**config.mk**
```make
export PLATFORM = sky130hd
export DESIGN_NAME = rtc_host_ctrl
export DESIGN_NICKNAME = d
export VERILOG_FILES = /design/src/hdl/rtc_host_pkg.sv /design/src/hdl/sram_cycle_if.sv /design/src/hdl/rtc_host_ctrl.sv /design/src/hdl/sram_cycle_engine.sv
export VERILOG_INCLUDE_DIRS = /design/src /design/src/hdl
export SDC_FILE = /design/constraint.sdc
export NUM_CORES = 1
export LEC_CHECK = 0
export BUFFER_PORTS_ARGS = -buffer_cell sky130_fd_sc_hd__buf_2
export CAP_MARGIN = 15
export CORE_ASPECT_RATIO = 1.2
export CORE_MARGIN = 2
export CORE_UTILIZATION = 45
export CTS_CLUSTER_DIAMETER = 80
export DETAILED_ROUTE_END_ITERATION = 7
export HOLD_SLACK_MARGIN = 0.15
export PLACE_DENSITY = 0.62
export SYNTH_ARGS = -nofsm -noshare
export SYNTH_HDL_FRONTEND = slang
export SYNTH_SLANG_ARGS = --single-unit
```
**constraint.sdc**
```tcl
create_clock -name clk -period 4.03 [get_ports clk]
set_input_delay 0.806 -clock clk [delete_from_list [all_inputs] [get_ports clk]]
set_output_delay 0.806 -clock clk [all_outputs]
set_load 0.1 [all_outputs]
```
**src/hdl/rtc_host_cfg.svh**
```systemverilog
// Constants for the serial clock access controller
//
// Operation
// - Unlock needs 64 matching pattern writes on bit 0
// - Start unlock with one read cycle
// - Unlock writes use one scratch address
// - Pattern sent least significant bit first
// - Eight registers, bit 0 reg 0 first
// - Transfer every register as whole bytes
`ifndef RTC_HOST_CFG_SVH
`define RTC_HOST_CFG_SVH

// ----------------------------------------------------------------
// Software register map
// ----------------------------------------------------------------
`define REG_CTRL      8'h00
`define REG_STATUS    8'h04
`define REG_IMAGE_LO  8'h08
`define REG_IMAGE_HI  8'h0C
`define REG_SCRATCH   8'h10

// ----------------------------------------------------------------
// Field positions
// ----------------------------------------------------------------
`define CTRL_READ     0
`define CTRL_WRITE    1
`define CTRL_DEVRST   2
`define STAT_BUSY     0
`define STAT_DONE     1
`define STAT_REFUSED  2
`define STAT_POWEROK  3

// ----------------------------------------------------------------
// Reset values and sizes
// ----------------------------------------------------------------
`define MEM_ADDR_W    19
`define SCRATCH_RST   19'h7FFFF
`define XFER_BITS     7'h40
`define UNLOCK_PATTERN 64'h5CA33AC55CA33AC5

// ----------------------------------------------------------------
// Timing, clock period 50 ns
// ----------------------------------------------------------------
`define CLK_NS        50
`define STROBE_NS     65
`define RECOV_NS      20
`define DEVRST_NS     85
`define STROBE_CYC    ((`STROBE_NS + `CLK_NS - 1) / `CLK_NS)
`define RECOV_CYC     ((`RECOV_NS + `CLK_NS - 1) / `CLK_NS)
`define DEVRST_CYC    ((`DEVRST_NS + `CLK_NS - 1) / `CLK_NS)
`define SYNC_LAT      3

`endif

```
**src/hdl/rtc_host_pkg.sv**
```systemverilog
// Types shared by the serial clock access controller
package rtc_host_pkg;
	typedef enum logic [2:0] {
		S_IDLE   = 3'b000,
		S_OPEN   = 3'b001,
		S_UNLOCK = 3'b010,
		S_XFER   = 3'b011,
		S_DEVRST = 3'b100
	} seq_state_t;

	typedef enum logic [1:0] {
		E_IDLE   = 2'b00,
		E_SETUP  = 2'b01,
		E_STROBE = 2'b10,
		E_RECOV  = 2'b11
	} cyc_state_t;
endpackage

```
**src/hdl/sram_cycle_if.sv**
```systemverilog
// Request and answer of one SRAM bus cycle
`timescale 1ns/1ps
interface sram_cycle_if;
	logic        start;
	logic        isWrite;
	logic [18:0] addr;
	logic        wbit;
	logic        done;
	logic        rbit;

	modport master (output start, output isWrite, output addr, output wbit,
		input done, input rbit);
	modport slave (input start, input isWrite, input addr, input wbit,
		output done, output rbit);
endinterface
```
**src/hdl/rtc_host_ctrl.sv**
```systemverilog
// Host controller that unlocks and transfers the serial clock image
`timescale 1ns/1ps
`include "rtc_host_cfg.svh"
module rtc_host_ctrl
	import rtc_host_pkg::*;
(
	input  wire logic        clk,
	input  wire logic        rst,
	input  wire logic        clkEn,
	input  wire logic [7:0]  regAddr,
	input  wire logic [31:0] regWdata,
	input  wire logic        regWr,
	input  wire logic        regRd,
	output logic [31:0]      regRdata,
	output logic             ceN,
	output logic             oeN,
	output logic             weN,
	output logic [18:0]      memAddr,
	output logic             dqOut,
	output logic             dqOe,
	input  wire logic        dqIn,
	input  wire logic        powerOkPin,
	output logic             devRstN,
	output logic             busy
);
	localparam logic [63:0] PATTERN  = `UNLOCK_PATTERN; // Fixed, not secret
	localparam logic [6:0]  LASTBIT  = 7'(`XFER_BITS - 1);
	localparam logic [1:0]  RST_CYC  = 2'(`DEVRST_CYC);

	sram_cycle_if cyc();

	seq_state_t  state_reg, state_next;
	logic [6:0]  bitIdx_reg, bitIdx_next;
	logic [63:0] image_reg, image_next;
	logic [18:0] scratch_reg, scratch_next;
	logic        dirWrite_reg, dirWrite_next;
	logic        issued_reg, issued_next;
	logic        done_reg, done_next;
	logic        refused_reg, refused_next;
	logic [1:0]  rstCnt_reg, rstCnt_next;
	logic [31:0] rdata_reg, rdata_next;
	logic        p1_reg, p2_reg, p3_reg, powerOk_reg, powerOk_next;
	logic        ctrlWr, statWr, goRead, goWrite, goRst, goAny, cycEnd, powerLost;

	// ----------------------------------------------------------------
	// Cycle engine
	// ----------------------------------------------------------------
	sram_cycle_engine engine (
		.clk     (clk),
		.rst     (rst),
		.clkEn   (clkEn),
		.cyc     (cyc.slave),
		.ceN     (ceN),
		.oeN     (oeN),
		.weN     (weN),
		.memAddr (memAddr),
		.dqOut   (dqOut),
		.dqOe    (dqOe),
		.dqIn    (dqIn)
	);

	// ----------------------------------------------------------------
	// Power level synchroniser
	// ----------------------------------------------------------------
	// Filtered level only changes when the last two stages agree
	always_comb begin
		powerOk_next = (p2_reg == p3_reg) ? p3_reg : powerOk_reg;
	end

	always_ff @(posedge clk) begin
		if (rst) begin
			p1_reg      <= 1'h0;
			p2_reg      <= 1'h0;
			p3_reg      <= 1'h0;
			powerOk_reg <= 1'h0;
		end else if (clkEn) begin
			p1_reg      <= powerOkPin;
			p2_reg      <= p1_reg;
			p3_reg      <= p2_reg;
			powerOk_reg <= powerOk_next;
		end
	end

	// ----------------------------------------------------------------
	// Command decode
	// ----------------------------------------------------------------
	// Commands while busy or under power fail are refused, not queued
	always_comb begin
		ctrlWr    = regWr && (regAddr == `REG_CTRL);
		statWr    = regWr && (regAddr == `REG_STATUS);
		goRead    = ctrlWr && regWdata[`CTRL_READ];
		goWrite   = ctrlWr && regWdata[`CTRL_WRITE];
		goRst     = ctrlWr && regWdata[`CTRL_DEVRST];
		goAny     = goRead || goWrite || goRst;
		cycEnd    = issued_reg && cyc.done;
		powerLost = !powerOk_reg && !issued_reg;
	end

	// ----------------------------------------------------------------
	// Sequence control
	// ----------------------------------------------------------------
	always_comb begin
		state_next    = state_reg;
		bitIdx_next   = bitIdx_reg;
		dirWrite_next = dirWrite_reg;
		issued_next   = issued_reg;
		image_next    = image_reg;
		rstCnt_next   = rstCnt_reg;
		cyc.start     = 1'h0;
		cyc.isWrite   = 1'h0;
		cyc.addr      = scratch_reg; // All cycles on one scratch word
		cyc.wbit      = 1'h0;
		unique case (state_reg)
			S_IDLE: begin
				if (goAny && powerOk_reg) begin // Blocked device is never touched
					if (goRst) begin
						rstCnt_next = RST_CYC;
						state_next  = S_DEVRST;
					end else begin
						dirWrite_next = goWrite && !goRead;
						state_next    = S_OPEN;
					end
				end
			end
			S_OPEN: begin
				// Opening read resets the device pointer
				cyc.start   = !issued_reg && !powerLost;
				cyc.isWrite = 1'h0;
				if (cyc.start) begin
					issued_next = 1'h1;
				end
				if (cycEnd) begin
					issued_next = 1'h0;
					bitIdx_next = 7'h00;
					state_next  = S_UNLOCK;
				end
			end
			S_UNLOCK: begin
				// Unbroken writes, pattern low bit first
				cyc.start   = !issued_reg && !powerLost;
				cyc.isWrite = 1'h1;
				cyc.wbit    = PATTERN[bitIdx_reg[5:0]];
				if (cyc.start) begin
					issued_next = 1'h1;
				end
				if (cycEnd) begin
					issued_next = 1'h0;
					bitIdx_next = bitIdx_reg + 7'h01;
					if (bitIdx_reg == LASTBIT) begin
						bitIdx_next = 7'h00;
						state_next  = S_XFER;
					end
				end
			end
			S_XFER: begin
				// Reg 0 bit 0 first, every byte whole
				cyc.start   = !issued_reg && !powerLost;
				cyc.isWrite = dirWrite_reg;
				cyc.wbit    = image_reg[bitIdx_reg[5:0]];
				if (cyc.start) begin
					issued_next = 1'h1;
				end
				if (cycEnd) begin
					issued_next = 1'h0;
					if (!dirWrite_reg) begin
						image_next[bitIdx_reg[5:0]] = cyc.rbit;
					end
					bitIdx_next = bitIdx_reg + 7'h01;
					if (bitIdx_reg == LASTBIT) begin
						bitIdx_next = 7'h00;
						state_next  = S_IDLE; // Device back to plain memory
					end
				end
			end
			S_DEVRST: begin
				// Low pulse aborts a device transfer unless masked
				if (rstCnt_reg == 2'h1) begin
					state_next = S_IDLE;
				end
				rstCnt_next = rstCnt_reg - 2'h1;
			end
			default: begin
				state_next = S_IDLE;
			end
		endcase
		// Power loss between cycles drops the sequence; next one reopens
		if ((state_reg == S_OPEN || state_reg == S_UNLOCK || state_reg == S_XFER)
				&& powerLost) begin
			state_next  = S_IDLE;
			bitIdx_next = 7'h00;
		end
		// Software image loads only while no transfer runs
		if (regWr && state_reg == S_IDLE) begin
			if (regAddr == `REG_IMAGE_LO) begin
				image_next[31:0] = regWdata;
			end
			if (regAddr == `REG_IMAGE_HI) begin
				image_next[63:32] = regWdata;
			end
		end
	end

	// ----------------------------------------------------------------
	// Sticky flags and scratch address
	// ----------------------------------------------------------------
	// Hardware set beats a software clear in the same cycle
	always_comb begin
		scratch_next = scratch_reg;
		done_next    = done_reg;
		refused_next = refused_reg;
		if (regWr && regAddr == `REG_SCRATCH && state_reg == S_IDLE) begin
			scratch_next = regWdata[18:0];
		end
		if (statWr && regWdata[`STAT_DONE]) begin
			done_next = 1'h0;
		end
		if (statWr && regWdata[`STAT_REFUSED]) begin
			refused_next = 1'h0;
		end
		if (state_reg == S_XFER && cycEnd && bitIdx_reg == LASTBIT) begin
			done_next = 1'h1;
		end
		if (goAny && (state_reg != S_IDLE || !powerOk_reg)) begin
			refused_next = 1'h1;
		end
		if ((state_reg == S_OPEN || state_reg == S_UNLOCK || state_reg == S_XFER)
				&& powerLost) begin
			refused_next = 1'h1;
		end
	end

	// ----------------------------------------------------------------
	// Read data, one cycle after the strobe
	// ----------------------------------------------------------------
	always_comb begin
		rdata_next = 32'h00000000;
		if (regRd) begin
			unique case (regAddr)
				`REG_STATUS: begin
					rdata_next[`STAT_BUSY]    = (state_reg != S_IDLE);
					rdata_next[`STAT_DONE]    = done_reg;
					rdata_next[`STAT_REFUSED] = refused_reg;
					rdata_next[`STAT_POWEROK] = powerOk_reg;
				end
				`REG_IMAGE_LO: rdata_next = image_reg[31:0];
				`REG_IMAGE_HI: rdata_next = image_reg[63:32];
				`REG_SCRATCH:  rdata_next = {13'h0000, scratch_reg};
				default:       rdata_next = 32'h00000000;
			endcase
		end
	end

	// ----------------------------------------------------------------
	// State registers
	// ----------------------------------------------------------------
	always_ff @(posedge clk) begin
		if (rst) begin
			state_reg    <= S_IDLE;
			bitIdx_reg   <= 7'h00;
			image_reg    <= 64'h0000000000000000;
			scratch_reg  <= `SCRATCH_RST;
			dirWrite_reg <= 1'h0;
			issued_reg   <= 1'h0;
			done_reg     <= 1'h0;
			refused_reg  <= 1'h0;
			rstCnt_reg   <= 2'h0;
			rdata_reg    <= 32'h00000000;
		end else if (clkEn) begin
			state_reg    <= state_next;
			bitIdx_reg   <= bitIdx_next;
			image_reg    <= image_next;
			scratch_reg  <= scratch_next;
			dirWrite_reg <= dirWrite_next;
			issued_reg   <= issued_next;
			done_reg     <= done_next;
			refused_reg  <= refused_next;
			rstCnt_reg   <= rstCnt_next;
			rdata_reg    <= rdata_next;
		end
	end

	// ----------------------------------------------------------------
	// Outputs
	// ----------------------------------------------------------------
	always_comb begin
		regRdata = rdata_reg;
		devRstN  = (state_reg != S_DEVRST);
		busy     = (state_reg != S_IDLE);
	end
endmodule

```
**src/hdl/sram_cycle_engine.sv**
```systemverilog
// One chip-enable bus cycle on the SRAM pins, read or write
`timescale 1ns/1ps
`include "rtc_host_cfg.svh"
module sram_cycle_engine
	import rtc_host_pkg::*;
(
	input  wire logic        clk,
	input  wire logic        rst,
	input  wire logic        clkEn,
	sram_cycle_if.slave      cyc,
	output logic             ceN,
	output logic             oeN,
	output logic             weN,
	output logic [18:0]      memAddr,
	output logic             dqOut,
	output logic             dqOe,
	input  wire logic        dqIn
);
	localparam logic [2:0] STROBE_RD = 3'(`STROBE_CYC + `SYNC_LAT);
	localparam logic [2:0] STROBE_WR = 3'(`STROBE_CYC);
	localparam logic [2:0] RECOV     = 3'(`RECOV_CYC);

	cyc_state_t  state_reg, state_next;
	logic [2:0]  cnt_reg, cnt_next;
	logic        isWrite_reg, isWrite_next;
	logic [18:0] addr_reg, addr_next;
	logic        wbit_reg, wbit_next;
	logic        rbit_reg, rbit_next;
	logic        s1_reg, s2_reg, s3_reg, pin_reg, pin_next;

	// ----------------------------------------------------------------
	// Data pin synchroniser
	// ----------------------------------------------------------------
	// Pin value moves only when the last two stages agree
	always_comb begin
		pin_next = (s2_reg == s3_reg) ? s3_reg : pin_reg;
	end

	always_ff @(posedge clk) begin
		if (rst) begin
			s1_reg  <= 1'h0;
			s2_reg  <= 1'h0;
			s3_reg  <= 1'h0;
			pin_reg <= 1'h0;
		end else if (clkEn) begin
			s1_reg  <= dqIn;
			s2_reg  <= s1_reg;
			s3_reg  <= s2_reg;
			pin_reg <= pin_next;
		end
	end

	// ----------------------------------------------------------------
	// Cycle sequencer
	// ----------------------------------------------------------------
	// Reads hold the strobe longer to cover the synchroniser delay
	always_comb begin
		state_next   = state_reg;
		cnt_next     = cnt_reg;
		isWrite_next = isWrite_reg;
		addr_next    = addr_reg;
		wbit_next    = wbit_reg;
		rbit_next    = rbit_reg;
		unique case (state_reg)
			E_IDLE: begin
				if (cyc.start) begin
					isWrite_next = cyc.isWrite;
					addr_next    = cyc.addr;
					wbit_next    = cyc.wbit;
					state_next   = E_SETUP;
				end
			end
			E_SETUP: begin
				cnt_next   = isWrite_reg ? STROBE_WR : STROBE_RD;
				state_next = E_STROBE;
			end
			E_STROBE: begin
				if (cnt_reg == 3'h1) begin
					if (!isWrite_reg) begin
						rbit_next = pin_reg; // Device bit on data line 0
					end
					cnt_next   = RECOV;
					state_next = E_RECOV;
				end else begin
					cnt_next = cnt_reg - 3'h1;
				end
			end
			E_RECOV: begin
				if (cnt_reg == 3'h1) begin
					state_next = E_IDLE;
				end else begin
					cnt_next = cnt_reg - 3'h1;
				end
			end
		endcase
	end

	always_ff @(posedge clk) begin
		if (rst) begin
			state_reg   <= E_IDLE;
			cnt_reg     <= 3'h0;
			isWrite_reg <= 1'h0;
			addr_reg    <= 19'h00000;
			wbit_reg    <= 1'h0;
			rbit_reg    <= 1'h0;
		end else if (clkEn) begin
			state_reg   <= state_next;
			cnt_reg     <= cnt_next;
			isWrite_reg <= isWrite_next;
			addr_reg    <= addr_next;
			wbit_reg    <= wbit_next;
			rbit_reg    <= rbit_next;
		end
	end

	// ----------------------------------------------------------------
	// Pin drive
	// ----------------------------------------------------------------
	// Data held through recovery so hold time is met after the strobe
	always_comb begin
		ceN      = (state_reg != E_STROBE);
		oeN      = !((state_reg == E_STROBE) && !isWrite_reg);
		weN      = !((state_reg == E_STROBE) && isWrite_reg);
		memAddr  = addr_reg;
		dqOut    = wbit_reg;
		dqOe     = isWrite_reg && (state_reg != E_IDLE);
		cyc.done = (state_reg == E_RECOV) && (cnt_reg == 3'h1);
		cyc.rbit = rbit_reg;
	end
endmodule

```
Word-level counts from Yosys, hierarchy flattened
Memory sizes are Yosys's and may differ from the RTL's. A register that Yosys moved wholly into a read port is not among the register bits.
Index checks and enable logic that the tools add are counted.
Word-level totals
  register bits: 166
  bits in read-only memories: 64
  bits of input ports: 47
  output and inout bits: 58
  word-level logic and storage cells: 180
  memories kept: 1
Memories
  (name not given): words 64, width 1, rd ports 1, clocked after Yosys merged registers in 1, write ports 0, RTL line rtc_host_ctrl.sv:142  | cyc.wbit = PATTERN[bitIdx_reg[5:0]];
Operators by class
  add/sub/neg operators: 3
  $lt $le $gt $ge: 2
  equal/unequal tests: 32
  mux-type cells: 53
  bitwise operators: 2
  reductions and logical operators: 63
Operators with widths (number)
  $mux 64: 4
  $mux 32: 3
  $pmux 28 s3: 1
  $bwmux 64: 1
  $mux 3: 12
  $mux 7: 4
  $logic_and 1x1->1: 24
  $reduce_and 4->1: 5
  $eq 8x4->1 const B: 2
  $pmux 4 s4: 1
  $ne 3x2->1 const B: 5
  $pmux 3 s5: 1
  $pmux 7 s2: 1
  $mux 6: 2
  $reduce_bool 3->1: 4
  $mux 1: 11
  $mux 2: 5
  $ne 2x2->1 const B: 5
  $reduce_and 2->1: 5
  $pmux 3 s3: 1
  $reduce_and 3->1: 3
  $eq 8x3->1 const B: 1
  $eq 8x5->1 const B: 1
  $logic_not 8->1: 1
  29 further kinds: 52

Depth between registers and ports, before layout
Gate-level depths: netlist of the first run.
  depth in word-level cells: 10
  mapped depth: 9
  gate-level depth less buffers: 8

By module
Synthesis of the first run repeated with hierarchy kept, for this count alone.
Second synthesis, totals
  cell total of the unflattened synthesis: 1101
  area, all modules: 8625.8 sq um
Modules (own cells, without submodules)
  rtc_host_ctrl: times used 1, cells an instance 942, area each 7333.3 sq um, seq. area each 2722.6 sq um
  sram_cycle_engine: times used 1, cells an instance 159, area each 1292.5 sq um, seq. area each 620.6 sq um

Worst setup path after synthesis of the first run
No wires, ideal clock.
  kind: reg2out
  start: register engine.state_reg[0]
  end: output port dqOe
  arrival: 1956 ps
  required time: 3224 ps
  setup slack: 1268 ps
  stages on the path, launching flop included: 4
  path buffers: 0
  cell sequence: dfxtp_1 -> inv_1 -> ha_1 -> nor2b_1
On the way
  word-level cells in the longest chain between the ends: 2
RTL lines
  start: declaration: RTL line sram_cycle_engine.sv:23  | cyc_state_t state_reg, state_next;
  start signal: assignment: RTL line sram_cycle_engine.sv:107  | state_reg <= state_next;
  $reduce_bool 2->1: RTL line sram_cycle_engine.sv:126  | dqOe = isWrite_reg && (state_reg != E_IDLE);
  $logic_and 1x1->1: RTL line sram_cycle_engine.sv:126
  end: declaration: RTL line rtc_host_ctrl.sv:20  | output logic dqOe,
No other way between the ends.

Final worst setup path of the first run
  start: register state_reg[0]
  end: output port busy
On the way
  word-level cells in the longest chain between the ends: 1
RTL lines
  start: declaration: RTL line rtc_host_ctrl.sv:32  | seq_state_t state_reg, state_next;
  start signal: assignment: RTL line rtc_host_ctrl.sv:269  | state_reg <= state_next;
  $reduce_bool 3->1: RTL line rtc_host_ctrl.sv:288  | busy = (state_reg != S_IDLE);
  end: declaration: RTL line rtc_host_ctrl.sv:24  | output logic busy
No other way between the ends.

==> results of run 1 <==
## worst max-delay path by stage
stage                   startpoint       endpoint  slack, ns  depth (start not counted)
2_1_floorplan  engine.state_reg[0]           dqOe       1.27                          3
6_report              state_reg[0]           busy       0.95                          3
3_5_place_dp            regAddr[1]  image_reg[52]       0.82                          7
4_1_cts               state_reg[0]           busy       0.95                          3
5_1_grt               state_reg[0]           busy       0.74                          3
3_3_place_gp            regAddr[1]  image_reg[52]       0.82                          7
## critical path: stages, from the launching register on
cell	delay (ns)
sky130_fd_sc_hd__dfxtp_1	0.43
sky130_fd_sc_hd__nor3_1	0.76
sky130_fd_sc_hd__inv_1	0.26
sky130_fd_sc_hd__buf_2	0.37
## through the flow
step	worst slack [ns]	instance area (um^2)
final	0.955	9940
after global routing	0.739	9940
after CTS	0.953	9940
after detailed placement	0.823	9360
after global placement	0.820	9360
after floorplan	1.27	8770
## area by class of cell
class                           instances  area share [%]
Sequential cell                       167            33.6
Multi-Input combinational cell        829            49.7
Clock buffer                           17            4.28
Clock inverter                         15            1.57
Tap cell                              256            3.22
Timing Repair Buffer                  128            7.05
Inverter                               15           0.566
## power groups by stage
stage	sequential [mW]	combinational, mW	clock [mW]
6_report	1.65	0.136	1.64
5_1_grt	1.65	0.147	1.74
4_1_cts	1.65	0.135	1.66
3_5_place_dp	1.69	0.135	0
3_3_place_gp	1.69	0.134	0
2_1_floorplan	1.69	0.0732	0
## cells in the final DEF (no fill, tap or decap), drive strengths merged, types with 19 or more instances in the layout
master,instances
nor3,42
nand2,143
o21ai,90
o211ai,21
a22oi,21
inv,24
nor2,106
buf,128
a21oi,121
o221ai,48
nand3,39
a222oi,19
dfxtp,167
mux2i,24
## logic make-up after synthesis
logic type      synth area share, %
compound gates                 27.6
xor+xnor                      0.399
fa+ha+maj                     0.998
buf+inv                        5.73
flops                          38.1
mux                            4.02
simple gates                   23.1
## layer usage
layer  vias to the layer above  routed length (um)  GRT usage [%]
met5                         -                   0              0
met4                         0                1000           12.4
met3                        76                2180           5.80
met2                       403               13600           46.2
met1                      4264               13100           39.0
li1                       4217                   -              -
==> results.md, run 1 <==
| Parameter | Reported |
| --- | --- |
| Post-synthesis instance area | 0.00877 mm^2 |
| Final Total Pwr | 3.43 mW |
| Residual antenna-violating net count after detailed routing | 0 |
| Register-to-register path setup slack | 1.27 ns |
| Startpoint of the lowest-slack hold path | engine.memAddr[1] |
| Area of the core | 0.0190 mm^2 |
| # Max-Cap Violations | 0 |
| Number of flip-flops in the largest register | 64 |
| Final cell utilization of the core | 52.3% |
| Switching portion of total power | 26.5% |
| Antenna cell count | 0 |
| Commonest cells in the synthesized netlist | 167 x sky130_fd_sc_hd__dfxtp_1, 141 x sky130_fd_sc_hd__nand2_1, 121 x sky130_fd_sc_hd__a21oi_1, 106 x sky130_fd_sc_hd__nor2_1, 89 x sky130_fd_sc_hd__o21ai_0 |
| Worst endpoint required time | 3.22 ns |
| Post-DR wirelength/cell | 21.0 um |
| Non-filler cells, final | 1427 |
| Hold Vio Cnt, Final | 0 |
| Hold bufs inserted after CTS | 0 |
| Top-level port count | 105 |
| Crit share post-route | 76.3% |
| Clock latency reported for the late side of the worst-skew pair | 0.45 ns |
| Sequential power share | 48.2% |
| Slew Limit Fails | 0 |
| Hold worst-path end | engine.memAddr[1] |
| Post-CTS sizing | 0 |
| Die H | 157 um |
| Pleak | 3.55 nW |
| NumNets Final | 1212 |
| Worst max-slew margin expressed relative to the limit | 34.6% |
| Sequential cell area in the final layout | 0.00334 mm^2 |
| Ys flop type | sky130_fd_sc_hd__dfxtp_1 |
| Maximum fanout along the worst path | 13 |
| Post-Place Cells | 1395 |
| # setup viols final | 0 |
| Number of clock buffers inserted by TritonCTS | 17 |
| P&R area growth vs syn | 13.3% |
| Accumulated negative setup slack | 0 ns |
| Power per unit of standard cell area | 345 mW/mm^2 |
| Initial antenna violation count | 0 |
| Combined area of the multi-input logic cells | 0.00494 mm^2 |
| Cell count after synthesis | 1105 |
| FMAX | 325 MHz |
| Sequential cell area fraction in the yosys report | 38.1% |
| Area of the die | 0.0206 mm^2 |
| DRT Wirelength | 29900 um |
| Fraction of layout instances using a drive strength above 1 | 16.6% |
| Clk network pwr share | 47.9% |
| Iteration count of the initial detailed-routing pass | 6 |
| Data arrival time of the critical path | 2.27 ns |
| Root Buffer | sky130_fd_sc_hd__clkbuf_16 |
| Min cycle time layout | 3.08 ns |
| Bufs on Longest Clock Path | 2 |
| Kind of capture point of the worst setup path | primary output |
| Post-DR vias/cell | 6.28 |
| Type of the setup path with the least slack | register to primary output |
| Worst hold-check slack | 0.451 ns |
| Total nets after synthesis | 1159 |
| Hold path depth | 2 |
| Estimated wirelength of the detail-placed design | 20500 um |
| Post-CTS clock slew at the launch and capture registers of the worst setup and hold paths | 0.07 ns |
| Syn avg cell area | 7.94 um^2 |
| Final routed DRC violation total | 0 |
| Worst Skew | 0.0121 ns |
| Classification of the worst-slack hold path | register to register |
| Effective utilization at floorplan | 46.2% |
| Buffer count from post-CTS setup fixing | 0 |
| Category of the worst setup path launch point | register |
| CTS Sinks | 167 |
| Number of filler cells placed in the layout | 1941 |
| Number of warnings issued by yosys | 0 |
| Number of global-route vias before repair | 8530 |
| RSZ-0062 raised after global routing | false |
| Leftover overflow at the end of global routing | 0 |
| H-tree Lvls | 4 |
| Number of vias in the routed layout | 8960 |
| Leading cell types by total area after synthesis | sky130_fd_sc_hd__dfxtp_1 38%, sky130_fd_sc_hd__a21oi_1 6.9%, sky130_fd_sc_hd__nand2_1 6.0%, sky130_fd_sc_hd__o21ai_0 5.1%, sky130_fd_sc_hd__o221ai_1 4.8% |
| Clock tree from TritonCTS | done |
| Horizontal die dimension | 131 um |
| Std-Cell Rows | 55 |
| Internal power | 2.52 mW |
| Status | finished, final reports clean |
| RR Endpoint | image_reg[30] |
| Count of unique library cells instantiated by Yosys | 76 |
| # port buffers | 104 |
| Maximum number of pins on one net before global-route repair | 54 |
| Final weighted congestion in routability-driven placement | 0.979 |
| Source of the worst register-to-register timing path | engine.state_reg[1] |
| Violation count after the first detailed-routing iteration | 1068 |
| Post-synthesis sequential element count | 167 |
| Slew at the pin with the worst max-slew slack | 0.979 ns |
| Area share of the leading cell type in the synthesized netlist | 38.1% |
| Leading area contributor after synthesis | sky130_fd_sc_hd__dfxtp_1 |
| Depth of the most critical reg-to-reg path | 6 |
| Post-synth ARST share | 0% |
| Share of power burned in combinational logic | 4.0% |
| Worst supply voltage drop on vdd | 0.000301 V |
| Wire length of the first global-routing pass | 47900 um |
| Sw Pwr | 910 uW |
| Number of flops mapped to enable cells by yosys | 0 |
| Global Route Usage Sum | 29.2% |
| Most numerous cell in the Yosys netlist | sky130_fd_sc_hd__dfxtp_1 |
Note: power is estimated with default switching activity, not from simulation.
==> run 2: changes to the inputs <==
==> constraint.sdc (replaced) <==
create_clock -name clk -period 3.2 [get_ports clk]
set_input_delay 0.64 -clock clk [delete_from_list [all_inputs] [get_ports clk]]
set_output_delay 0.64 -clock clk [all_outputs]
set_load 0.1 [all_outputs]
==> results.md, run 2 (synthesis gave the netlist of run 1 again) <==
| Parameter | Reported | Change |
| --- | --- | --- |
| Worst max-slew margin expressed relative to the limit | 40.1% | was 34.6% |
| Clock tree from TritonCTS | done | unchanged |
| Worst endpoint required time | 3.53 ns | was 3.22 ns |
| Area of the core | 0.0190 mm^2 | unchanged |
| Global Route Usage Sum | 28.6% | was 29.2% |
| Hold bufs inserted after CTS | 0 | unchanged |
| Category of the worst setup path launch point | register | unchanged |
| Leftover overflow at the end of global routing | 0 | unchanged |
| Residual antenna-violating net count after detailed routing | 0 | unchanged |
| # Max-Cap Violations | 0 | unchanged |
| Data arrival time of the critical path | 3.05 ns | was 2.27 ns |
| Maximum number of pins on one net before global-route repair | 48 | was 54 |
| Non-filler cells, final | 1437 | was 1427 |
| Maximum fanout along the worst path | 9 | was 13 |
| Accumulated negative setup slack | 0 ns | unchanged |
| Post-CTS sizing | 0 | unchanged |
| Depth of the most critical reg-to-reg path | 6 | unchanged |
| Top-level port count | 105 | unchanged |
| Initial antenna violation count | 0 | unchanged |
| Power per unit of standard cell area | 433 mW/mm^2 | was 345 mW/mm^2 |
| Status | finished, final reports clean | unchanged |
| Combined area of the multi-input logic cells | 0.00494 mm^2 | unchanged |
| Startpoint of the lowest-slack hold path | powerOkPin | was engine.memAddr[1] |
| Area of the die | 0.0206 mm^2 | unchanged |
| H-tree Lvls | 4 | unchanged |
| Worst Skew | 0.00843 ns | was 0.0121 ns |
| Worst supply voltage drop on vdd | 0.000332 V | was 0.000301 V |
| Number of clock buffers inserted by TritonCTS | 17 | unchanged |
| NumNets Final | 1222 | was 1212 |
| P&R area growth vs syn | 14.7% | was 13.3% |
| Number of global-route vias before repair | 8432 | was 8530 |
| Highest-count cells in the layout ignoring fill and taps | 167 x sky130_fd_sc_hd__dfxtp_1, 141 x sky130_fd_sc_hd__nand2_1, 121 x sky130_fd_sc_hd__a21oi_1 | unchanged |
| Root Buffer | sky130_fd_sc_hd__clkbuf_16 | unchanged |
| Min cycle time layout | 2.72 ns |  |
| Crit share post-route | 85.0% |  |
| Post-DR wirelength/cell | 20.3 um | was 21.0 um |
| Classification of the worst-slack hold path | input pin to register | was register to register |
| Final Total Pwr | 4.36 mW | was 3.43 mW |
| Slew at the pin with the worst max-slew slack | 0.898 ns | was 0.979 ns |
| Clock latency reported for the late side of the worst-skew pair | 0.44 ns | was 0.45 ns |
| Worst hold-check slack | 0.444 ns | was 0.451 ns |
| FMAX | 368 MHz |  |
| Bufs on Longest Clock Path | 2 | unchanged |
| Number of vias in the routed layout | 8944 | was 8960 |
| Number of filler cells placed in the layout | 1870 | was 1941 |
| Final weighted congestion in routability-driven placement | 0.917 | was 0.979 |
| Die H | 157 um | unchanged |
| Wire length of the first global-routing pass | 47100 um | was 47900 um |
| Type of the setup path with the least slack | register to register | was register to primary output |
| Iteration count of the initial detailed-routing pass | 6 | unchanged |
| Post-Place Cells | 1405 | was 1395 |
| Buffer count from post-CTS setup fixing | 0 | unchanged |
| RSZ-0062 raised after global routing | false | unchanged |
| # port buffers | 104 | unchanged |
| DRT Wirelength | 29200 um | was 29900 um |
| RR Endpoint | image_reg[44] | was image_reg[30] |
| Horizontal die dimension | 131 um | unchanged |
| Hold Vio Cnt, Final | 0 | unchanged |
| Post-CTS clock slew at the launch and capture registers of the worst setup and hold paths | 0.07 ns | about the same |
| Register-to-register path setup slack | 0.48 ns | was 1.27 ns |
| Effective utilization at floorplan | 46.2% | unchanged |
| Source of the worst register-to-register timing path | engine.state_reg[1] | unchanged |
| Sequential cell area in the final layout | 0.00334 mm^2 | unchanged |
| # setup viols final | 0 | unchanged |
| Final routed DRC violation total | 0 | unchanged |
| Kind of capture point of the worst setup path | register | was primary output |
| Slew Limit Fails | 0 | unchanged |
| Most common library cell in the layout ignoring fill and taps | sky130_fd_sc_hd__dfxtp_1 | unchanged |
| Pleak | 3.61 nW | was 3.55 nW |
| Antenna cell count | 0 | unchanged |
| Fraction of layout instances using a drive strength above 1 | 17.2% | was 16.6% |
| Std-Cell Rows | 55 | unchanged |
| Hold worst-path end | p1_reg | was engine.memAddr[1] |
| Hold path depth | 3 | was 2 |
| Violation count after the first detailed-routing iteration | 942 | was 1068 |
| Post-DR vias/cell | 6.22 | was 6.28 |
| Number of flip-flops in the largest register | 64 | unchanged |
| Estimated wirelength of the detail-placed design | 20800 um | was 20500 um |
| CTS Sinks | 167 | unchanged |
[run 2: changes by cell type in the layout (fill, tap and decap cells not counted), sizes merged]
cell and change:
buf +10, bufinv +2, clkbuf +1, clkinv -1, inv -2
[run 2: power breakdown]
group	switching (mW)	internal, mW
combinational	0.117	0.0544
sequential	0.00284	2.08
clock	0.930	1.17
[run 2: routing by layer]
metal	part of all wire [%]	wire length, um	global-route usage [%]
met3	6.7	1950	4.67
met2	47	13700	47.8
met5	0	0	0
met1	44	12800	37.0
met4	2.8	810	11.2
[run 2: worst max-delay path by stage]
stage	from	endpoint	slack, ns
floorplan	engine.state_reg[0]	dqOe	0.60
global placement	regAddr[1]	image_reg[53]	0.39
detailed placement	regAddr[1]	image_reg[36]	0.36
CTS	engine.state_reg[1]	image_reg[28]	0.54
global route	engine.state_reg[1]	image_reg[20]	0.36
finish	engine.state_reg[1]	image_reg[44]	0.48
[run 2: area by class of cell]
| type | instances | area share, % |
|---|---|---|
| clock buffers | 18 | 4.27 |
| clock inverters | 14 | 1.60 |
| inverters | 15 | 0.560 |
| multi-input cells | 829 | 49.1 |
| flip-flops and latches | 167 | 33.2 |
| well taps | 256 | 3.18 |
| repair buffers | 138 | 8.08 |
[run 2: worst max-delay path, stage by stage (launching register included)]
cell and delay, ns:
sky130_fd_sc_hd__dfxtp_1 0.38, sky130_fd_sc_hd__ha_1 0.36, sky130_fd_sc_hd__nand4bb_1 0.44, sky130_fd_sc_hd__nor3_1 0.64, sky130_fd_sc_hd__nand2_1 0.44, sky130_fd_sc_hd__o221ai_1 0.29, sky130_fd_sc_hd__nor2_1 0.06
[run 2: through the flow]
step	worst slack, ns	util [%]	instance area [um^2]
6_report	0.480	53.0	10100
5_1_grt	0.361	53.0	10100
4_1_cts	0.541	53.0	10100
3_5_place_dp	0.356	49.9	9470
3_3_place_gp	0.390	49.9	9470
2_1_floorplan	0.604	-	8770
==> run 3: changes to the inputs <==
==> constraint.sdc (replaced) <==
create_clock -name clk -period 2.6 [get_ports clk]
set_input_delay 0.52 -clock clk [delete_from_list [all_inputs] [get_ports clk]]
set_output_delay 0.52 -clock clk [all_outputs]
set_load 0.1 [all_outputs]
==> results.md, run 3 (synthesis gave the netlist of run 1 again) <==
| Parameter | Reported | Change |
| --- | --- | --- |
| Hold bufs inserted after CTS | 0 | unchanged |
| NumNets Final | 1250 | was 1222 |
| Number of global-route vias before repair | 8568 | was 8432 |
| Worst Skew | 0.0103 ns | was 0.00843 ns |
| Estimated wirelength of the detail-placed design | 21200 um | was 20800 um |
| FMAX | 403 MHz |  |
| Leftover overflow at the end of global routing | 0 | unchanged |
| Root Buffer | sky130_fd_sc_hd__clkbuf_16 | unchanged |
| Worst max-slew margin expressed relative to the limit | 60.2% | was 40.1% |
| Final routed DRC violation total | 0 | unchanged |
| Worst supply voltage drop on vdd | 0.000444 V | was 0.000332 V |
| Classification of the worst-slack hold path | input pin to register | unchanged |
| Horizontal die dimension | 131 um | unchanged |
| Clock tree from TritonCTS | done | unchanged |
| Area of the core | 0.0190 mm^2 | unchanged |
| CTS Sinks | 167 | unchanged |
| Number of flip-flops in the largest register | 64 | unchanged |
| Die H | 157 um | unchanged |
| Wire length of the first global-routing pass | 47300 um | was 47100 um |
| Bufs on Longest Clock Path | 2 | unchanged |
| Residual antenna-violating net count after detailed routing | 0 | unchanged |
| Top-level port count | 105 | unchanged |
| Final weighted congestion in routability-driven placement | 0.972 | was 0.917 |
| Global Route Usage Sum | 28.7% | was 28.6% |
| Hold Vio Cnt, Final | 0 | unchanged |
| Kind of capture point of the worst setup path | primary output | was register |
| DRT Wirelength | 29900 um | was 29200 um |
| Most common library cell in the layout ignoring fill and taps | sky130_fd_sc_hd__dfxtp_1 | unchanged |
| # port buffers | 104 | unchanged |
| Violation count after the first detailed-routing iteration | 1062 | was 942 |
| Post-DR wirelength/cell | 20.4 um | was 20.3 um |
| RSZ-0062 raised after global routing | false | unchanged |
| Clock latency reported for the late side of the worst-skew pair | 0.44 ns | about the same |
| Effective utilization at floorplan | 46.2% | unchanged |
| Min cycle time layout | 2.48 ns |  |
| Data arrival time of the critical path | 1.96 ns | was 3.05 ns |
| Maximum number of pins on one net before global-route repair | 70 | was 48 |
| Category of the worst setup path launch point | register | unchanged |
| # setup viols final | 0 | unchanged |
| Slew Limit Fails | 0 | unchanged |
| Post-CTS sizing | 0 | unchanged |
| Final Total Pwr | 5.42 mW | was 4.36 mW |
| Final cell utilization of the core | 54.6% | was 53.0% |
| Pleak | 3.78 nW | was 3.61 nW |
| Power per unit of standard cell area | 523 mW/mm^2 | was 433 mW/mm^2 |
| Slew at the pin with the worst max-slew slack | 0.595 ns | was 0.898 ns |
| H-tree Lvls | 4 | unchanged |
| Iteration count of the initial detailed-routing pass | 5 | was 6 |
| Type of the setup path with the least slack | register to primary output | was register to register |
| Number of clock buffers inserted by TritonCTS | 17 | unchanged |
| Status | finished, final reports clean | unchanged |
| Worst endpoint required time | 2.08 ns | was 3.53 ns |
| # Max-Cap Violations | 0 | unchanged |
| Number of vias in the routed layout | 9136 | was 8944 |
| Post-CTS clock slew at the launch and capture registers of the worst setup and hold paths | 0.07 ns | about the same |
| Post-DR vias/cell | 6.24 | was 6.22 |
| P&R area growth vs syn | 18.1% | was 14.7% |
| Std-Cell Rows | 55 | unchanged |
| Maximum fanout along the worst path | 9 | unchanged |
| Fraction of layout instances using a drive strength above 1 | 19.1% | was 17.2% |
| Initial antenna violation count | 0 | unchanged |
| Crit share post-route | 95.4% |  |
| Highest-count cells in the layout ignoring fill and taps | 167 x sky130_fd_sc_hd__dfxtp_1, 141 x sky130_fd_sc_hd__nand2_1, 121 x sky130_fd_sc_hd__a21oi_1 | unchanged |
| Buffer count from post-CTS setup fixing | 0 | unchanged |
| Area of the die | 0.0206 mm^2 | unchanged |
| Antenna cell count | 0 | unchanged |
run 3: worst max-delay path: stages, from the launching register on:
cell,delay [ns]
sky130_fd_sc_hd__dfxtp_1,0.36
sky130_fd_sc_hd__buf_4,0.18
sky130_fd_sc_hd__nor2_1,0.48
sky130_fd_sc_hd__nand2_1,0.17
sky130_fd_sc_hd__buf_2,0.33
run 3: stage by stage:
step	instances	TNS [ns]	hold WS (ns)	setup WS [ns]	cell area (um^2)
after floorplan	1105	0	0.436	0.124	8770
after global routing	1465	0	0.335	0.0117	10400
final	1465	0	0.323	0.119	10400
after detailed placement	1433	-0.0429	0.437	-0.0161	9760
after global placement	1433	0	0.433	0.0307	9760
after CTS	1465	0	0.317	0.107	10400
run 3: worst paths after layout:
kind / endpoint / start / depth (start not counted) / slack (ns)
hold / removal: p1_reg / powerOkPin / 3 / 0.32
setup reg to reg: image_reg[56] / engine.cnt_reg[1] / 9 / 0.22
hold reg to reg: regRdata[1] / regRdata[1] / 1 / 0.45
setup / recovery: devRstN / state_reg[0] / 4 / 0.12
run 3: per-layer routing:
layer	vias to the layer above	track usage [%]	wire length [um]
met4	0	10.6	909
li1	4288	-	-
met5	-	0	0
met2	425	47.1	13700
met3	69	5.12	2290
met1	4354	38.1	13000
run 3: area by class of cell:
cell class	instances	area, um^2
tap	256	320
sequential	167	3340
clock buffer	18	429
clock inverter	14	180
multi-input combinational	829	4940
fill	1903	8630
timing repair buffer	166	1100
inverter	15	56.3
run 3: power by group:
part           switching, mW  leakage (nW)  internal (mW)
Combinational          0.145          2.14         0.0709
Clock                   1.17         0.293           1.46
Sequential           0.00357          1.35           2.56
